File: config.mk
export PLATFORM = sky130hd
export DESIGN_NAME = fbp_flash_protect
export DESIGN_NICKNAME = d
export VERILOG_FILES = /design/src/pkg/fbp_pkg.sv /design/src/core/fbp_flash_protect.sv /design/src/core/fbp_usec_timer.sv /design/src/core/fbp_policy_reg.sv
export SDC_FILE = /design/constraint.sdc
export NUM_CORES = 1
export LEC_CHECK = 0
export ABC_AREA = 1
export BUFFER_PORTS_ARGS = -buffer_cell sky130_fd_sc_hd__clkbuf_2
export CORE_ASPECT_RATIO = 2
export CORE_MARGIN = 10
export CORE_UTILIZATION = 25
export DETAILED_ROUTE_END_ITERATION = 8
export GPL_TIMING_DRIVEN = 0
export HOLD_SLACK_MARGIN = 0.12
export PLACE_DENSITY_LB_ADDON = 0.25
export SLEW_MARGIN = 10
export SYNTH_ARGS = -nofsm -noshare
export SYNTH_HDL_FRONTEND = slang
export SYNTH_HIERARCHICAL = 1
export SYNTH_SLANG_ARGS = --single-unit
File: constraint.sdc
create_clock -name CLOCK -period 2 [get_ports CLOCK]
set_input_delay 0.4 -clock CLOCK [delete_from_list [all_inputs] [get_ports CLOCK]]
set_output_delay 0.4 -clock CLOCK [all_outputs]
set_load 0.02 [all_outputs]
File: src/pkg/fbp_pkg.sv
// fbp_pkg: constants for the flash block protection and timing logic
// assumes a 40 MHz system clock and a single power-on reset
package fbp_pkg;
    // ------------------------------------------------------------
    // array geometry
    // ------------------------------------------------------------
    localparam int FBP_ADDR_W = 18;
    localparam int FBP_ERASE_BLK_BYTES = 1024;
    localparam int FBP_UNIT_BYTES = 2048;
    localparam int FBP_UNIT_SHIFT = 11;
    localparam int FBP_POL_REGS = 4;
    localparam int FBP_POL_W = 32;
    localparam int FBP_UNITS = FBP_POL_REGS * FBP_POL_W;
    localparam int FBP_UNIT_IDX_W = 7;
    localparam logic [31:0] FBP_WORD_ERASED = 32'hFFFFFFFF;
    localparam logic [31:0] FBP_POL_RESET = 32'hFFFFFFFF;
    localparam logic [31:0] FBP_ZERO_WORD = 32'h00000000;

    // ------------------------------------------------------------
    // command and commit encodings
    // ------------------------------------------------------------
    localparam logic [31:0] FBP_COMMIT_KEY = 32'hA4420008;
    localparam logic [31:0] FBP_TGT_RE0 = 32'h00000000;
    localparam logic [31:0] FBP_TGT_PE0 = 32'h00000001;
    localparam logic [31:0] FBP_TGT_RE1 = 32'h00000002;
    localparam logic [31:0] FBP_TGT_PE1 = 32'h00000003;
    localparam logic [31:0] FBP_TGT_RE2 = 32'h00000004;
    localparam logic [31:0] FBP_TGT_PE2 = 32'h00000005;
    localparam logic [31:0] FBP_TGT_PE3 = 32'h00000007;
    localparam logic [31:0] FBP_TGT_RE3 = 32'h00000008;

    // ------------------------------------------------------------
    // timing
    // ------------------------------------------------------------
    localparam logic [7:0] FBP_USEC_RELOAD_RST = 8'h31;
    localparam int FBP_PROG_TIME_US = 20;
    localparam int FBP_ERASE_TIME_US = 20;
    localparam int FBP_COMMIT_TIME_US = 20;
    localparam int FBP_TIMER_W = 16;

    typedef enum logic [3:0] {
        FBP_IDLE = 4'h1,
        FBP_PROG = 4'h2,
        FBP_ERASE = 4'h4,
        FBP_COMMIT = 4'h8
    } fbp_state_t;
endpackage

File: src/core/fbp_flash_protect.sv
// fbp_flash_protect: flash access control and operation timing
// assumes accesses arrive as one-cycle requests synchronous to CLOCK
`timescale 1ns/1ps
module fbp_flash_protect
    import fbp_pkg::*;
#(
    parameter int FLASH_UNITS = 128
) (
    input wire logic CLOCK,
    input wire logic RST_N,
    input wire logic READ_REQ,
    input wire logic READ_FETCH,
    input wire logic [FBP_ADDR_W-1:0] READ_ADDR,
    input wire logic [31:0] ARRAY_RDATA,
    output logic READ_VALID,
    output logic [31:0] READ_DATA,
    input wire logic OP_PROGRAM,
    input wire logic OP_ERASE,
    input wire logic [FBP_ADDR_W-1:0] OP_ADDR,
    input wire logic [31:0] OP_WDATA,
    output logic ARRAY_WR,
    output logic ARRAY_ERASE,
    output logic [FBP_ADDR_W-1:0] ARRAY_ADDR,
    output logic [31:0] ARRAY_WDATA,
    output logic BUSY,
    output logic OP_REFUSED,
    input wire logic POL_WR,
    input wire logic POL_WR_PE,
    input wire logic [1:0] POL_WR_IDX,
    input wire logic [31:0] POL_WDATA,
    output logic [31:0] PE_POLICY_0,
    output logic [31:0] RE_POLICY_0,
    input wire logic CTRL_WR,
    input wire logic [31:0] CTRL_WDATA,
    input wire logic [31:0] TARGET_ADDR,
    input wire logic USEC_WR,
    input wire logic [7:0] USEC_WDATA,
    output logic [7:0] USEC_RELOAD,
    input wire logic FAULT_INT_MASK,
    output logic FAULT_INT
);
    // elaboration check on the unit count
    if (FLASH_UNITS < 1 || FLASH_UNITS > FBP_UNITS) begin : g_bad_units
        $error("FLASH_UNITS out of range");
    end

    // ------------------------------------------------------------
    // policy registers
    // ------------------------------------------------------------
    logic [31:0] pe_work [FBP_POL_REGS];
    logic [31:0] re_work [FBP_POL_REGS];
    logic [FBP_POL_REGS-1:0] pe_commit, re_commit;
    logic commit_go;
    wire commit_req = CTRL_WR && (CTRL_WDATA == FBP_COMMIT_KEY);

    // commit target decode from the table of addresses
    assign pe_commit[0] = commit_go && (TARGET_ADDR == FBP_TGT_PE0);
    assign pe_commit[1] = commit_go && (TARGET_ADDR == FBP_TGT_PE1);
    assign pe_commit[2] = commit_go && (TARGET_ADDR == FBP_TGT_PE2);
    assign pe_commit[3] = commit_go && (TARGET_ADDR == FBP_TGT_PE3);
    assign re_commit[0] = commit_go && (TARGET_ADDR == FBP_TGT_RE0);
    assign re_commit[1] = commit_go && (TARGET_ADDR == FBP_TGT_RE1);
    assign re_commit[2] = commit_go && (TARGET_ADDR == FBP_TGT_RE2);
    assign re_commit[3] = commit_go && (TARGET_ADDR == FBP_TGT_RE3);

    for (genvar i = 0; i < FBP_POL_REGS; i++) begin : g_pol
        wire wr_sel = POL_WR && (POL_WR_IDX == 2'(i));
        fbp_policy_reg u_pe (
            .clk(CLOCK),
            .rst_n(RST_N),
            .wr(wr_sel && POL_WR_PE),
            .wdata(POL_WDATA),
            .commit(pe_commit[i]),
            .work(pe_work[i]),
            .stored()
        );
        fbp_policy_reg u_re (
            .clk(CLOCK),
            .rst_n(RST_N),
            .wr(wr_sel && !POL_WR_PE),
            .wdata(POL_WDATA),
            .commit(re_commit[i]),
            .work(re_work[i]),
            .stored()
        );
    end

    // ------------------------------------------------------------
    // unit lookup
    // ------------------------------------------------------------
    function automatic logic pol_bit(input logic [FBP_ADDR_W-1:0] addr,
                                     input logic [31:0] regs [FBP_POL_REGS]);
        logic [FBP_UNIT_IDX_W-1:0] unit;
        unit = addr[FBP_UNIT_SHIFT +: FBP_UNIT_IDX_W];
        // unimplemented units read as open
        if (int'(unit) >= FLASH_UNITS) pol_bit = 1'b1;
        else pol_bit = regs[unit[6:5]][unit[4:0]];
    endfunction

    wire rd_re = pol_bit(READ_ADDR, re_work);
    wire op_pe = pol_bit(OP_ADDR, pe_work);
    // fetch always passes; data path needs read enable
    wire rd_ok = READ_FETCH || rd_re;
    wire op_req = OP_PROGRAM || OP_ERASE;
    wire op_ok = op_pe;

    // ------------------------------------------------------------
    // read path
    // ------------------------------------------------------------
    always_ff @(posedge CLOCK or negedge RST_N) begin
        if (!RST_N) begin
            READ_VALID <= 1'b0;
            READ_DATA <= FBP_ZERO_WORD;
        end else begin
            READ_VALID <= READ_REQ;
            READ_DATA <= (READ_REQ && rd_ok) ? ARRAY_RDATA : FBP_ZERO_WORD;
        end
    end

    // ------------------------------------------------------------
    // reload value
    // ------------------------------------------------------------
    always_ff @(posedge CLOCK or negedge RST_N) begin
        if (!RST_N) USEC_RELOAD <= FBP_USEC_RELOAD_RST;
        else if (USEC_WR) USEC_RELOAD <= USEC_WDATA;
    end

    // ------------------------------------------------------------
    // operation sequencer
    // ------------------------------------------------------------
    fbp_state_t state_q, state_d;
    logic t_start, t_done;
    logic [FBP_TIMER_W-1:0] t_usecs;

    always_comb begin
        state_d = state_q;
        t_start = 1'b0;
        t_usecs = FBP_TIMER_W'(FBP_PROG_TIME_US);
        commit_go = 1'b0;
        case (state_q)
            FBP_IDLE: begin
                if (op_req && op_ok && OP_ERASE) begin
                    state_d = FBP_ERASE;
                    t_start = 1'b1;
                    t_usecs = FBP_TIMER_W'(FBP_ERASE_TIME_US);
                end else if (op_req && op_ok) begin
                    state_d = FBP_PROG;
                    t_start = 1'b1;
                end else if (commit_req) begin
                    state_d = FBP_COMMIT;
                    t_start = 1'b1;
                    t_usecs = FBP_TIMER_W'(FBP_COMMIT_TIME_US);
                    commit_go = 1'b1;
                end
            end
            default: begin
                if (t_done) state_d = FBP_IDLE;
            end
        endcase
    end

    fbp_usec_timer u_timer (
        .clk(CLOCK),
        .rst_n(RST_N),
        .start(t_start),
        .reload(USEC_RELOAD),
        .usecs(t_usecs),
        .done(t_done)
    );

    // array strobes; erase aligns to a 1-KB block, program ANDs data
    wire prog_go = (state_q == FBP_IDLE) && op_req && op_ok && !OP_ERASE;
    wire erase_go = (state_q == FBP_IDLE) && op_req && op_ok && OP_ERASE;
    wire refuse = (state_q == FBP_IDLE) && op_req && !op_ok;

    always_ff @(posedge CLOCK or negedge RST_N) begin
        if (!RST_N) begin
            state_q <= FBP_IDLE;
            ARRAY_WR <= 1'b0;
            ARRAY_ERASE <= 1'b0;
            ARRAY_ADDR <= '0;
            ARRAY_WDATA <= FBP_WORD_ERASED;
            OP_REFUSED <= 1'b0;
            FAULT_INT <= 1'b0;
            BUSY <= 1'b0;
        end else begin
            state_q <= state_d;
            BUSY <= (state_d != FBP_IDLE);
            ARRAY_WR <= prog_go;
            ARRAY_ERASE <= erase_go;
            if (prog_go || erase_go) begin
                ARRAY_ADDR <= erase_go ? {OP_ADDR[FBP_ADDR_W-1:10], 10'h000} : OP_ADDR;
                // data is ANDed with the current array word here, so zero bits never return to one
                ARRAY_WDATA <= erase_go ? FBP_WORD_ERASED : OP_WDATA & ARRAY_RDATA;
            end
            OP_REFUSED <= refuse;
            FAULT_INT <= FAULT_INT_MASK &&
                (refuse || (READ_REQ && !rd_ok));
        end
    end

    // ------------------------------------------------------------
    // status outputs
    // ------------------------------------------------------------
    always_ff @(posedge CLOCK or negedge RST_N) begin
        if (!RST_N) begin
            PE_POLICY_0 <= FBP_POL_RESET;
            RE_POLICY_0 <= FBP_POL_RESET;
        end else begin
            PE_POLICY_0 <= pe_work[0];
            RE_POLICY_0 <= re_work[0];
        end
    end

    // ------------------------------------------------------------
    // checks
    // ------------------------------------------------------------
    refuse_blocks_a: assert property (@(posedge CLOCK) disable iff (!RST_N)
        refuse |=> !ARRAY_WR && !ARRAY_ERASE && OP_REFUSED)
        else $error("refused change reached the array");
    zero_on_block_a: assert property (@(posedge CLOCK) disable iff (!RST_N)
        READ_REQ && !rd_ok |=> READ_VALID && READ_DATA == 32'h00000000)
        else $error("blocked read leaked data");
    fetch_passes_a: assert property (@(posedge CLOCK) disable iff (!RST_N)
        READ_REQ && READ_FETCH |=> READ_DATA == $past(ARRAY_RDATA))
        else $error("fetch was blocked");
    fault_mask_a: assert property (@(posedge CLOCK) disable iff (!RST_N)
        !FAULT_INT_MASK |=> !FAULT_INT)
        else $error("fault raised while masked");
    reload_reset_a: assert property (@(posedge CLOCK) disable iff (!RST_N)
        $rose(RST_N) |-> USEC_RELOAD == 8'h31)
        else $error("reload reset value wrong");
    erase_ones_a: assert property (@(posedge CLOCK) disable iff (!RST_N)
        ARRAY_ERASE |-> ARRAY_WDATA == 32'hFFFFFFFF && ARRAY_ADDR[9:0] == 10'h000)
        else $error("erase not whole block of ones");
    prog_clears_a: assert property (@(posedge CLOCK) disable iff (!RST_N)
        prog_go |=> (ARRAY_WDATA & ~$past(ARRAY_RDATA)) == 32'h00000000)
        else $error("program set a zero bit");
    commit_busy_a: assert property (@(posedge CLOCK) disable iff (!RST_N)
        commit_req && state_q == FBP_IDLE && !op_req |=> BUSY)
        else $error("commit did not start");
    usec_load_a: assert property (@(posedge CLOCK) disable iff (!RST_N)
        USEC_WR |=> USEC_RELOAD == $past(USEC_WDATA))
        else $error("reload not loaded");

    // ------------------------------------------------------------
    // sequencing checks
    // ------------------------------------------------------------
    // every read is answered; blocked ones are reported when unmasked
    read_valid_a: assert property (@(posedge CLOCK) disable iff (!RST_N)
        READ_REQ |=> READ_VALID)
        else $error("read not answered");
    blocked_fault_a: assert property (@(posedge CLOCK) disable iff (!RST_N)
        FAULT_INT_MASK && READ_REQ && !rd_ok |=> FAULT_INT)
        else $error("blocked read not flagged");
    refuse_fault_a: assert property (@(posedge CLOCK) disable iff (!RST_N)
        FAULT_INT_MASK && refuse |=> FAULT_INT)
        else $error("refused change not flagged");
    fetch_quiet_a: assert property (@(posedge CLOCK) disable iff (!RST_N)
        READ_REQ && READ_FETCH && !op_req |=> !FAULT_INT)
        else $error("fetch raised a fault");
    // requests met while busy are dropped with no strobe and no refusal
    busy_ignores_a: assert property (@(posedge CLOCK) disable iff (!RST_N)
        state_q != FBP_IDLE |=> !ARRAY_WR && !ARRAY_ERASE && !OP_REFUSED)
        else $error("request taken while busy");
    busy_rise_a: assert property (@(posedge CLOCK) disable iff (!RST_N)
        prog_go || erase_go |=> BUSY)
        else $error("operation did not raise busy");
    done_idle_a: assert property (@(posedge CLOCK) disable iff (!RST_N)
        t_done && state_q != FBP_IDLE |=> !BUSY)
        else $error("busy outlived the timer");
    reload_hold_a: assert property (@(posedge CLOCK) disable iff (!RST_N)
        !USEC_WR |=> $stable(USEC_RELOAD))
        else $error("reload moved without a write");
    // program strobes carry the address that was asked for; erase strobes carry its 1-KB block
    prog_addr_a: assert property (@(posedge CLOCK) disable iff (!RST_N)
        prog_go |=> ARRAY_WR && ARRAY_ADDR == $past(OP_ADDR))
        else $error("program strobe address wrong");
    erase_addr_a: assert property (@(posedge CLOCK) disable iff (!RST_N)
        erase_go |=> ARRAY_ERASE &&
            ARRAY_ADDR[FBP_ADDR_W-1:10] == $past(OP_ADDR[FBP_ADDR_W-1:10]))
        else $error("erase strobe block wrong");
    unimpl_open_a: assert property (@(posedge CLOCK) disable iff (!RST_N)
        state_q == FBP_IDLE && op_req &&
            int'(OP_ADDR[FBP_UNIT_SHIFT +: FBP_UNIT_IDX_W]) >= FLASH_UNITS |=> !OP_REFUSED)
        else $error("unimplemented unit refused");
    commit_start_a: assert property (@(posedge CLOCK) disable iff (!RST_N)
        commit_req && state_q == FBP_IDLE && !op_req |-> commit_go)
        else $error("commit key not honoured");
endmodule

File: src/core/fbp_usec_timer.sv
// fbp_usec_timer: counts whole microseconds from a cycles-per-usec reload
// assumes reload holds cycles-per-microsecond minus one
`timescale 1ns/1ps
module fbp_usec_timer
    import fbp_pkg::*;
(
    input wire logic clk,
    input wire logic rst_n,
    input wire logic start,
    input wire logic [7:0] reload,
    input wire logic [FBP_TIMER_W-1:0] usecs,
    output logic done
);
    logic [7:0] cyc_q;
    logic [FBP_TIMER_W-1:0] us_q;
    logic run_q;
    wire tick = run_q && (cyc_q == 8'h00);
    wire last = tick && (us_q == {{(FBP_TIMER_W-1){1'b0}}, 1'b1});

    // ------------------------------------------------------------
    // microsecond prescaler and down counter
    // ------------------------------------------------------------
    always_ff @(posedge clk or negedge rst_n) begin
        if (!rst_n) begin
            cyc_q <= 8'h00;
            us_q <= '0;
            run_q <= 1'b0;
            done <= 1'b0;
        end else begin
            done <= last;
            if (start) begin
                cyc_q <= reload;
                us_q <= usecs;
                run_q <= 1'b1;
            end else if (tick) begin
                cyc_q <= reload;
                us_q <= us_q - 1'b1;
                run_q <= !last;
            end else if (run_q) begin
                cyc_q <= cyc_q - 8'h01;
            end
        end
    end
endmodule

File: src/core/fbp_policy_reg.sv
// fbp_policy_reg: one 32-bit policy register, working and stored copies
// assumes stored copy stands in for the nonvolatile cell
`timescale 1ns/1ps
module fbp_policy_reg
    import fbp_pkg::*;
(
    input wire logic clk,
    input wire logic rst_n,
    input wire logic wr,
    input wire logic [31:0] wdata,
    input wire logic commit,
    output logic [31:0] work,
    output logic [31:0] stored
);
    // ------------------------------------------------------------
    // working copy reloads from the stored copy at power-on
    // ------------------------------------------------------------
    logic loaded_q;
    // factory state of the cell; no reset so contents survive
    logic [31:0] stored_q = FBP_POL_RESET;
    // a write lands under the stored copy, as it stands after any commit
    wire [31:0] stored_d = commit ? (stored_q & work) : stored_q;
    assign stored = stored_q;

    always_ff @(posedge clk or negedge rst_n) begin
        if (!rst_n) begin
            work <= FBP_POL_RESET;
            loaded_q <= 1'b0;
        end else begin
            loaded_q <= 1'b1;
            if (!loaded_q) work <= stored_q;
            else if (wr) work <= wdata & stored_d;
        end
    end

    // stored cells only ever lose ones
    always_ff @(posedge clk) begin
        stored_q <= stored_d;
    end

    // a write may never reopen a unit that a commit has closed
    reopen_block_a: assert property (@(posedge clk) disable iff (!rst_n)
        loaded_q |-> (work & ~stored_q) == 32'h00000000)
        else $error("write reopened a committed bit");
endmodule

### Word level (Yosys, flattened, before mapping)

Index checks and enable logic that the tools add are counted.

* output and inout port bits: 160
* register bits after elaboration: 703
* input bits: 217
* logic and storage cells: 184

* bitwise logic cells: 19
* multiplexer cells: 56
* reductions and logical operators: 47
* order comparisons: 4
* $add $sub $neg: 2
* equality and inequality tests: 22

Operators by type and width (number)
* 2-to-1 mux 32 bit: 30
* bitwise AND 32 bit: 17
* binary-select mux 32 bit (select 2 bit): 2
* equality test 32 x 3 -> 1 bit, second input constant: 3
* equality test 32 x 2 -> 1 bit, second input constant: 2
* logical AND 1 bit: 33
* equality test 32 x 1 -> 1 bit, second input constant: 1
* equality test 32 bit, second input constant: 1
* equality test 32 x 4 -> 1 bit, second input constant: 1
* zero test 32 bit: 1
* 2-to-1 mux 16 bit: 2
* 2-to-1 mux 8 bit: 3
* 2-to-1 mux 4 bit: 5
* equality test 16 x 1 -> 1 bit, second input constant: 1
* subtractor 16 x 1 -> 16 bit, second input constant: 1
* != test 2 bit, second input constant: 7
* less-than comparator 5 x 6 -> 1 bit, second input constant: 2
* 2-to-1 mux 1 bit: 11
* binary-select mux 1 bit (select 5 bit): 2
* 2-to-1 mux 10 bit: 1
* zero test 8 bit: 1
* subtractor 8 x 1 -> 8 bit, second input constant: 1
* greater-or-equal comparator 3 bit, second input constant: 2
* NOT 2 -> 3 bit: 2
* 10 further kinds: 18

### Logic depth before layout (Yosys ltp)

Gate-level depths: netlist (run 1).

* depth in word-level cells: 15
* gate-level depth with buffers: 21
* gate-level depth less buffers: 18

### Modules after synthesis

The synthesis (run 1) kept the hierarchy.

Modules (own cells, without submodules)
* fbp_policy_reg: area an instance 2877.8 µm², seq. area each 1506.4 µm², cells each 405, times used 8
* fbp_flash_protect: area an instance 8413.1 µm², seq. area each 4229.1 µm², cells each 1094, times used 1
* fbp_usec_timer: area an instance 1845.5 µm², seq. area each 650.6 µm², cells each 282, times used 1

### Least setup slack after synthesis (run 1)

No wires, ideal clock.

* kind: input to register
* start: in OP_ADDR[17]
* end: reg u_timer.us_q[9]
* setup time: 118 ps
* path slack: -595 ps
* buffers on the path: 4
* data required time: 1882 ps
* stages on the path: 18
* arrival: 2478 ps
* cell sequence: buf_2 inv_2 buf_2 nand3_1 nand3_1 nand3_1 nand2_1 nand2_1 nand3_1 nand3_2 nand3_4 buf_2 nand2_1 inv_1 clkbuf_1 o21ai_0 a21oi_1 nor2_1

* cells in the longest elaborated chain, start to end: 11
* elaborated cells between the ends (all ways): 13
* those cells by class: mux: 9; bitwise: 1; reduce/logical: 3

Ends and longest elaborated chain
* from (decl): RTL line fbp_flash_protect.sv:19 `input wire logic [FBP_ADDR_W-1:0] OP_ADDR,`
* NOT 2 -> 3 bit (not written as such) *: RTL line fbp_flash_protect.sv:97 `else pol_bit = regs[unit[6:5]][unit[4:0]];`
* binary-select mux 32 bit (select 2 bit) *: RTL line fbp_flash_protect.sv:97
* 2-to-1 mux 32 bit (not written as such) * (2 in series): RTL line fbp_flash_protect.sv:97
* binary-select mux 1 bit (select 5 bit) *: RTL line fbp_flash_protect.sv:97
* 2-to-1 mux 1 bit (not written as such) *: RTL line fbp_flash_protect.sv:97
* logical AND 1 bit *: RTL line fbp_flash_protect.sv:142, fbp_flash_protect.sv:146
* 2-to-1 mux 1 bit or logical AND 1 bit (tied branches): RTL line fbp_flash_protect.sv:146, fbp_flash_protect.sv:142
* 2-to-1 mux 1 bit *: RTL line fbp_flash_protect.sv:142 `if (op_req && op_ok && OP_ERASE) begin`
* 2-to-1 mux 1 bit *: RTL line fbp_flash_protect.sv:140 `case (state_q)`
* net t_start: RTL line fbp_flash_protect.sv:132 `logic t_start, t_done;`
* 2-to-1 mux 16 bit or nonzero test 2 bit (tied branches)
* to (signal assigned): RTL line fbp_usec_timer.sv:33 `us_q <= usecs;`
* to (signal assigned): RTL line fbp_usec_timer.sv:37 `us_q <= us_q - 1'b1;`
* to (decl): RTL line fbp_usec_timer.sv:15 `logic [FBP_TIMER_W-1:0] us_q;`

The timed path passes the listed nets; every way through them passes the cells marked *. The select of a mux whose other input is x is not followed.
A chain may end at the register's enable or synchronous reset.

### Worst setup path in the final report (run 1)

* start: reg g_pol[2].u_pe.work[29]
* end: reg u_timer.us_q[9]

* cells in the longest elaborated chain, start to end: 10
* elaborated cells between the ends (all ways): 12
* those cells by class: mux: 9; reduce/logical: 3

Ends and longest elaborated chain
* from (decl): RTL line fbp_policy_reg.sv:12 `output logic [31:0] work,`
* from (signal assigned): RTL line fbp_policy_reg.sv:31 `if (!loaded_q) work <= stored_q;`
* from (signal assigned): RTL line fbp_policy_reg.sv:32 `else if (wr) work <= wdata & stored_d;`
* binary-select mux 32 bit (select 2 bit) *: RTL line fbp_flash_protect.sv:97
* 2-to-1 mux 32 bit (not written as such) * (2 in series): RTL line fbp_flash_protect.sv:97
* binary-select mux 1 bit (select 5 bit) *: RTL line fbp_flash_protect.sv:97
* 2-to-1 mux 1 bit (not written as such) *: RTL line fbp_flash_protect.sv:97
* logical AND 1 bit *: RTL line fbp_flash_protect.sv:142, fbp_flash_protect.sv:146
* 2-to-1 mux 1 bit or logical AND 1 bit (tied branches): RTL line fbp_flash_protect.sv:146, fbp_flash_protect.sv:142
* 2-to-1 mux 1 bit *: RTL line fbp_flash_protect.sv:142
* 2-to-1 mux 1 bit *: RTL line fbp_flash_protect.sv:140
* net t_start: RTL line fbp_flash_protect.sv:132
* 2-to-1 mux 16 bit or nonzero test 2 bit (tied branches)

Marks and branches as above.

==> results of run 1 <==
repair_timing:
action                                 in CTS  in global routing
gates resized for setup                   102                117
setup buffers                              38                 16
pin swaps                                  21                 69
setup endpoints to repair                 626                625
hold buffers                               95                  0
cloned                                      2                 13
endpoints found under the hold margin     134                  0
state kept, by name, indices dropped and copies added (netlist names), 4 cells and up:
name	cells
g_pol.u_re/stored	128
state_q	4
g_pol.u_pe/loaded_q	4
g_pol.u_re/work	128
USEC_RELOAD	8
RE_POLICY_0	32
u_timer/cyc_q	8
READ_DATA	32
u_timer/us_q	16
g_pol.u_pe/work	128
PE_POLICY_0	32
ARRAY_WDATA	32
g_pol.u_pe/stored	128
g_pol.u_re/loaded_q	4
ARRAY_ADDR	18
power groups by stage:
stage               combinational, W  clock, W  sequential [W]
finish                       0.00510    0.0148          0.0164
global route                 0.00574    0.0158          0.0165
CTS                          0.00504    0.0153          0.0164
detailed placement           0.00471         0          0.0167
global placement             0.00461         0          0.0167
floorplan                    0.00277         0          0.0166
cell families after synthesis:
group	Yosys count	synth area share, %
xor gates and xnor gates	2	0.0526
muxes	9	0.301
and+or+nand+nor	2698	32.3
AOI/OAI and AO/OA	328	5.23
buffers and inverters	855	10.9
adders and majority gates	4	0.150
other	10	0.113
DFF	710	50.9
metal layers:
metal	track usage, %	wire length (um)	vias to the layer above
met1	16.3	46000	14100
met4	8.71	5960	6
met3	2.46	4660	257
met5	0	34	-
met2	29.8	66000	627
li1	-	-	15100
metrics by stage:
stage | utilization, % | setup TNS (ns) | worst slack, ns | area, um^2 | cells
after floorplan | - | -76.23 | -0.233 | 34800 | 4630
after global placement | 29.2 | -4680.41 | -11.56 | 38700 | 6707
after detailed placement | 29.4 | -882.36 | -1.70 | 38900 | 6712
after CTS | 32.6 | -244.67 | -0.542 | 43200 | 6984
after global routing | 33.3 | -305.74 | -0.633 | 44000 | 7013
final | 33.3 | -241.51 | -0.518 | 44000 | 7014
cell type report:
class	instances	area [um^2]	share of cell area, %
well taps	1719	2150	4.88
clock buffers	109	2210	5.02
inverters	648	2470	5.60
flip-flops and latches	710	16900	38.4
clock inverters	28	310	0.705
multi-input cells	3065	14300	32.5
plain buffers	206	1930	4.37
diodes	3	7.51	0.0170
repair buffers	526	3740	8.49
worst max-delay path by stage:
stage | cells after the start | slack (ns) | end | from
4_1_cts | 19 | -0.54 | g_pol[0].u_pe/work[28] | g_pol[1].u_pe/work[29]
2_1_floorplan | 20 | -0.23 | u_timer/cyc_q[5] | OP_ADDR[16]
5_1_grt | 20 | -0.63 | u_timer/cyc_q[0] | g_pol[2].u_pe/work[29]
3_3_place_gp | 1 | -11.56 | state_q[1] | RST_N
3_5_place_dp | 19 | -1.70 | g_pol[0].u_re/stored[27] | OP_ADDR[16]
6_report | 19 | -0.52 | u_timer/us_q[9] | g_pol[2].u_pe/work[29]
layout by cell type (no fill, tap or decap), types with 14 or more instances in the layout:
master | synthesis | final
nand2_1 | 2020 | 1972
inv_1 | 405 | 403
clkbuf_2 | 0 | 363
dfstp_2 | 356 | 356
nor2_1 | 354 | 346
dfxtp_1 | 256 | 256
inv_2 | 242 | 238
a21oi_2 | 0 | 238
nand3_1 | 262 | 206
dfrtp_1 | 98 | 98
buf_4 | 78 | 97
dlygate4sd3_1 | 0 | 95
clkbuf_16 | 0 | 92
nand3_2 | 3 | 52
buf_2 | 91 | 41
clkbuf_1 | 31 | 40
nand2_2 | 3 | 38
buf_8 | 1 | 33
buf_6 | 2 | 32
a22oi_1 | 32 | 32
a21oi_1 | 265 | 26
buf_12 | 0 | 25
conb_1 | 10 | 24
clkinv_2 | 0 | 14
critical path, delay by kind of cell, from the launching register on:
kind                   cells  cell delay, ns
and+or+nand+nor           12            1.11
buffers and inverters      6            0.68
AOI/OAI and AO/OA          1            0.05
DFF                        1            0.57
==> qor.yml, run 1 <==
route:
  drcViolationCount: 0
  routed_wl_um: 123000
  ant_nets: 0
  vias: 30000
  vias_per_cell: 4.28
  first_pass_iters: 5
  drt-initial-drc-count: 1361
  drt-wirelength-per-cell_um: 17.5
timing:
  rsz0062_at_grt: "true"
  finClkSkew_ns: 0.0188
  hold_viol: 0
  slew_headroom_pct: 37.1
  hold_ws_ns: 0.188
  fin_ws_ns: -0.518
  timing.fmax_mhz: 397
  tightest_slew_ns: 0.934
  period_minus_slack_ns: 2.52
  finalMaxSlewViolations: 0
  fin_crit_sh_pct: 126
  setup_viol: 623
logic_synthesis:
  synth_seq_cells: 710
  synth_top_cells_by_count: "nand2_1 (2,020), inv_1 (405), dfstp_2 (356)"
  ys_warn_count: 6
  syn_inst: 4616
  yosys.area.top_type: "dfstp_2"
  netlist_area_mm2: 0.0333
  async_flop_share_pct: 63.9
  yosysMostFrequentCell: "nand2_1"
  yosysUniqueCellTypes: 42
  synthFlopType: "dfstp_2"
  synth_top_area_share_pct: 28.1
  synth-edff-count: 0
  yosys-top-cells-area: "dfstp_2 (28%), nand2_1 (23%), dfxtp_1 (15%), dfrtp_1 (7.4%), inv_1 (4.6%)"
  ys_seq_area_share_pct: 50.9
  syn_avg_cell_area_um2: 7.21
pwr:
  intPower_w: 0.0259
  p_sw_w: 0.0104
  total_power_w: 0.0363
  p_per_area_mw_per_mm2: 824
  pwr-share-seq_pct: 45.3
  clockPowerShare_pct: 40.7
  vdd_drop_max_v: 0.000592
  combPwrFrac_pct: 14.1
  sw_frac_of_total_pct: 28.6
  leakagePower_nw: 23.6
grt:
  grt_overflow: 0
  grt_max_degree: 93
  grt_pass1_wl_um: 182000
  antenna_found_initial: 6
  grt_usage_pct: 15.8
  grt_pass1_vias: 30500
layout:
  syn_to_final_growth_pct: 32.3
  layout.nets: 5452
  filler_cell_count: 14000
  layout-drive-gt1-share_pct: 32.6
floorplan:
  core-area_mm2: 0.132
  num_io_pins: 377
  die_h_um: 536
  start_util_pct: 25.1
  die_w_um: 278
  rows: 189
  die-area_mm2: 0.149
critical_path:
  r2r-start: "g_pol[2].u_pe/work[29]"
  crit_chain: "nand2_2, nand3_2, nand3_2, nand3_2, nand2_2, nand2_2, nand3_4, nand3_4, buf_12, nand3_4, buf_12, nand2_8, inv_8, nand2_8, buf_8, buf_12, buf_16, a21oi_2, nor2_1"
  r2r_end: "u_timer/us_q[9]"
  crit_path_max_incr_delay_ns: 0.57
  critPathArrivalTime_ns: 3.10
  reg2reg_depth: 19
  crit_fanout: 6
  cp-end-kind: "flip-flop"
  cp.required_ns: 2.58
  worstSetupPathType: "reg -> reg"
  rrSetupSlack_ns: -0.52
  start_kind: "flip-flop"
  cp_slowest_cell: "dfstp_2"
clock_network:
  clkTransAtPathRegs_ns: 0.06
  cts_tree: "yes"
  insertion_delay_ns: 0.66
  clk_root_buffer_cell: "clkbuf_16"
  cts_buffers: 74
  htree_levels: 3
  cts.path.max_buffers: 3
  clock_sinks: 710
place:
  dp_hpwl_um: 91600
  gp_congestion: 0.851
  numPortBuffers: 358
flow_run:
  maxCapViolCount: 0
min_path:
  worstHoldPathType: "in -> reg"
  worstHoldStart: "READ_FETCH"
  holdPathStages: 6
  hold_end: "FAULT_INT"
outcome:
  run_status: "complete, but fails checks"
  violations: "negative setup slack"
No activity file was read; power rests on OpenSTA's default activity.
==> run 2: changes to the inputs <==
==> constraint.sdc (replaced) <==
create_clock -name CLOCK -period 2 [get_ports CLOCK]
set_input_delay 0.1 -clock CLOCK [delete_from_list [all_inputs] [get_ports CLOCK]]
set_output_delay 0.1 -clock CLOCK [all_outputs]
set_load 0.02 [all_outputs]
==> qor.yml, run 2 (synthesis gave the netlist of run 1 again) <==
outcome:
  run_status: "complete, but fails checks"  # unchanged
  violations: "negative setup slack"  # unchanged
layout:
  layout.nets: 5544  # was 5,452
  syn_to_final_growth_pct: 35.9  # was 32.3%
  instances_no_fill: 7108  # was 7,014
  regArea_mm2: 0.0169  # unchanged
  final_cell_mix: "nand2_1 (1,941), inv_1 (403), clkbuf_2 (358)"  # was nand2_1 (1,972), inv_1 (403), clkbuf_2 (363)
  multi_input_area_mm2: 0.0139  # was 0.0143 mm^2
  design_area_mm2: 0.0452  # was 0.0440 mm^2
  filler_cell_count: 13800  # was 14.0k
  final_common_cell: "nand2_1"  # unchanged
  layout-drive-gt1-share_pct: 31.3  # was 32.6%
floorplan:
  die-area_mm2: 0.149  # unchanged
  num_io_pins: 377  # unchanged
  die_h_um: 536  # unchanged
  die_w_um: 278  # unchanged
  core-area_mm2: 0.132  # unchanged
  start_util_pct: 25.1  # unchanged
  rows: 189  # unchanged
timing:
  hold_viol: 0  # unchanged
  rsz0062_at_grt: "true"  # unchanged
  slew_headroom_pct: 11.4  # was 37.1%
  setup_viol: 625  # was 623
  period_minus_slack_ns: 2.65  # was 2.52 ns
  timing.fmax_mhz: 377  # was 397 MHz
  tightest_slew_ns: 1.32  # was 0.934 ns
  fin_ws_ns: -0.653  # was -0.518 ns
  fin_crit_sh_pct: 133  # was 126%
  finalMaxSlewViolations: 0  # unchanged
  finClkSkew_ns: 0.0331  # was 0.0188 ns
critical_path:
  crit_fanout: 8  # was 6
  crit_path_max_incr_delay_ns: 0.58  # was 0.57 ns
  cp_slowest_cell: "dfstp_2"  # unchanged
  cp_top_family: "simple AND/OR/NAND/NOR gates"  # unchanged
  crit_chain: "nand2_2, nand3_2, nand3_4, nand3_2, nand2_4, nand2_2, nand3_2, nand3_4, nand3_4, nand4_1, nor2_2, buf_8, buf_12, buf_12, buf_16, a21oi_2"  # was nand2_2, nand3_2, nand3_2, nand3_2, nand2_2, nand2_2, nand3_4, nand3_4, buf_12, nand3_4, buf_12, nand2_8, inv_8, nand2_8, buf_8, buf_12, buf_16, a21oi_2, nor2_1
  crit_start: "g_pol[0].u_pe/work[0]"  # was g_pol[2].u_pe/work[29]
  cp-end-kind: "flip-flop"  # unchanged
  r2r-start: "g_pol[0].u_pe/work[0]"  # was g_pol[2].u_pe/work[29]
  rrSetupSlack_ns: -0.65  # was -0.52 ns
  cp.required_ns: 2.61  # was 2.58 ns
  worstSetupPathType: "reg -> reg"  # unchanged
  path_buf_inv: 4  # was 6
  critPathArrivalTime_ns: 3.26  # was 3.10 ns
  start_kind: "flip-flop"  # unchanged
pwr:
  combPwrFrac_pct: 13.7  # was 14.1%
  clockPowerShare_pct: 42.1  # was 40.7%
  sw_frac_of_total_pct: 28.5  # was 28.6%
  pwr-share-seq_pct: 44.3  # was 45.3%
  leakagePower_nw: 24.0  # was 23.6 nW
  vdd_drop_max_v: 0.000716  # was 0.000592 V
  intPower_w: 0.0265  # was 0.0259 W
  p_per_area_mw_per_mm2: 820  # was 824 mW/mm^2
  p_sw_w: 0.0106  # was 0.0104 W
route:
  vias_per_cell: 4.31  # was 4.28
  first_pass_iters: 7  # was 5
  drt-initial-drc-count: 1434  # was 1,361
  drcViolationCount: 0  # unchanged
  ant_nets: 0  # unchanged
  drt-wirelength-per-cell_um: 17.7  # was 17.5 um
  routed_wl_um: 126000  # was 123,000 um
  vias: 30600  # was 30.0k
clock_network:
  cts_tree: "yes"  # unchanged
  cts.path.max_buffers: 3  # unchanged
  clock_sinks: 710  # unchanged
  htree_levels: 3  # unchanged
  clk_root_buffer_cell: "clkbuf_16"  # unchanged
  insertion_delay_ns: 0.68  # was 0.66 ns
  clkTransAtPathRegs_ns: 0.06  # about the same
  cts_buffers: 75  # was 74
grt:
  grt_max_degree: 96  # was 93
  antenna_found_initial: 10  # was 6
  grt_pass1_wl_um: 188000  # was 182,000 um
  grt_pass1_vias: 31200  # was 30.5k
  grt_overflow: 0  # unchanged
  grt_usage_pct: 16.4  # was 15.8%
place:
  gp_congestion: 0.882  # was 0.851
  numPortBuffers: 358  # unchanged
  dpl_cell_area_mm2: 0.0375  # was 0.0389 mm^2
  post-place-cells: 6712  # unchanged
  dp_hpwl_um: 91200  # was 91,600 um
min_path:
  worstHoldPathType: "in -> reg"  # unchanged
  worstHoldStart: "READ_REQ"  # was READ_FETCH
flow_run:
  maxCapViolCount: 0  # unchanged
run 2: metrics by stage:
stage	TNS [ns]	total power [W]	hold slack, ns	utilization [%]	setup slack, ns
after floorplan	-7.45	0.0193	-0.196	-	-0.0339
after global placement	-4710.63	0.0211	0.296	28.2	-11.03
after detailed placement	-1107.61	0.0212	0.298	28.3	-2.09
after CTS	-314.72	0.0376	0.121	33.7	-0.622
after global routing	-370.32	0.0389	0.164	34.2	-0.765
final	-298.74	0.0371	0.182	34.2	-0.653
run 2: repair_timing:
action / in CTS / in global routing
endpoints found under the hold margin: 542 / 0
pin swaps: 237 / 79
setup endpoints to repair: 628 / 626
setup buffers: 37 / 24
cloned: 31 / 2
gates resized for setup: 443 / 83
hold buffers: 162 / 0
run 2: worst paths after layout:
| path | depth (start not counted) | end |
|---|---|---|
| worst max-delay path | 16 | g_pol[2].u_pe/stored[12] |
| worst min-delay path | 2 | READ_VALID |
| worst max register to register | 16 | g_pol[2].u_pe/stored[12] |
| worst min register to register | 0 | PE_POLICY_0[16] |
| max in group asynchronous | 5 | ARRAY_WDATA[15] |
| min in group asynchronous | 2 | g_pol[0].u_re/work[6] |
run 2: final cells by class:
type | instances | share of cell area, %
clock buffers | 104 | 4.80
clock inverters | 36 | 1.16
well taps | 1719 | 4.75
flip-flops and latches | 710 | 37.4
inverters | 648 | 5.41
multi-input cells | 3065 | 30.8
diodes | 3 | 0.0166
repair buffers | 618 | 11.4
plain buffers | 205 | 4.16
run 2: layer usage:
| metal | share of wire (%) | global-route usage, % | vias up |
|---|---|---|---|
| met2 | 55 | 32.3 | 742 |
| li1 | - | - | 15300 |
| met1 | 35 | 15.6 | 14300 |
| met3 | 4.0 | 2.68 | 269 |
| met4 | 5.7 | 9.58 | 14 |
| met5 | 0.072 | 0 | - |
run 2: power groups by stage:
stage	Clock, W	Sequential [W]	Combinational (W)
floorplan	0	0.0166	0.00262
global placement	0	0.0167	0.00447
detailed placement	0	0.0167	0.00457
CTS	0.0162	0.0164	0.00504
global route	0.0166	0.0165	0.00571
finish	0.0156	0.0164	0.00507
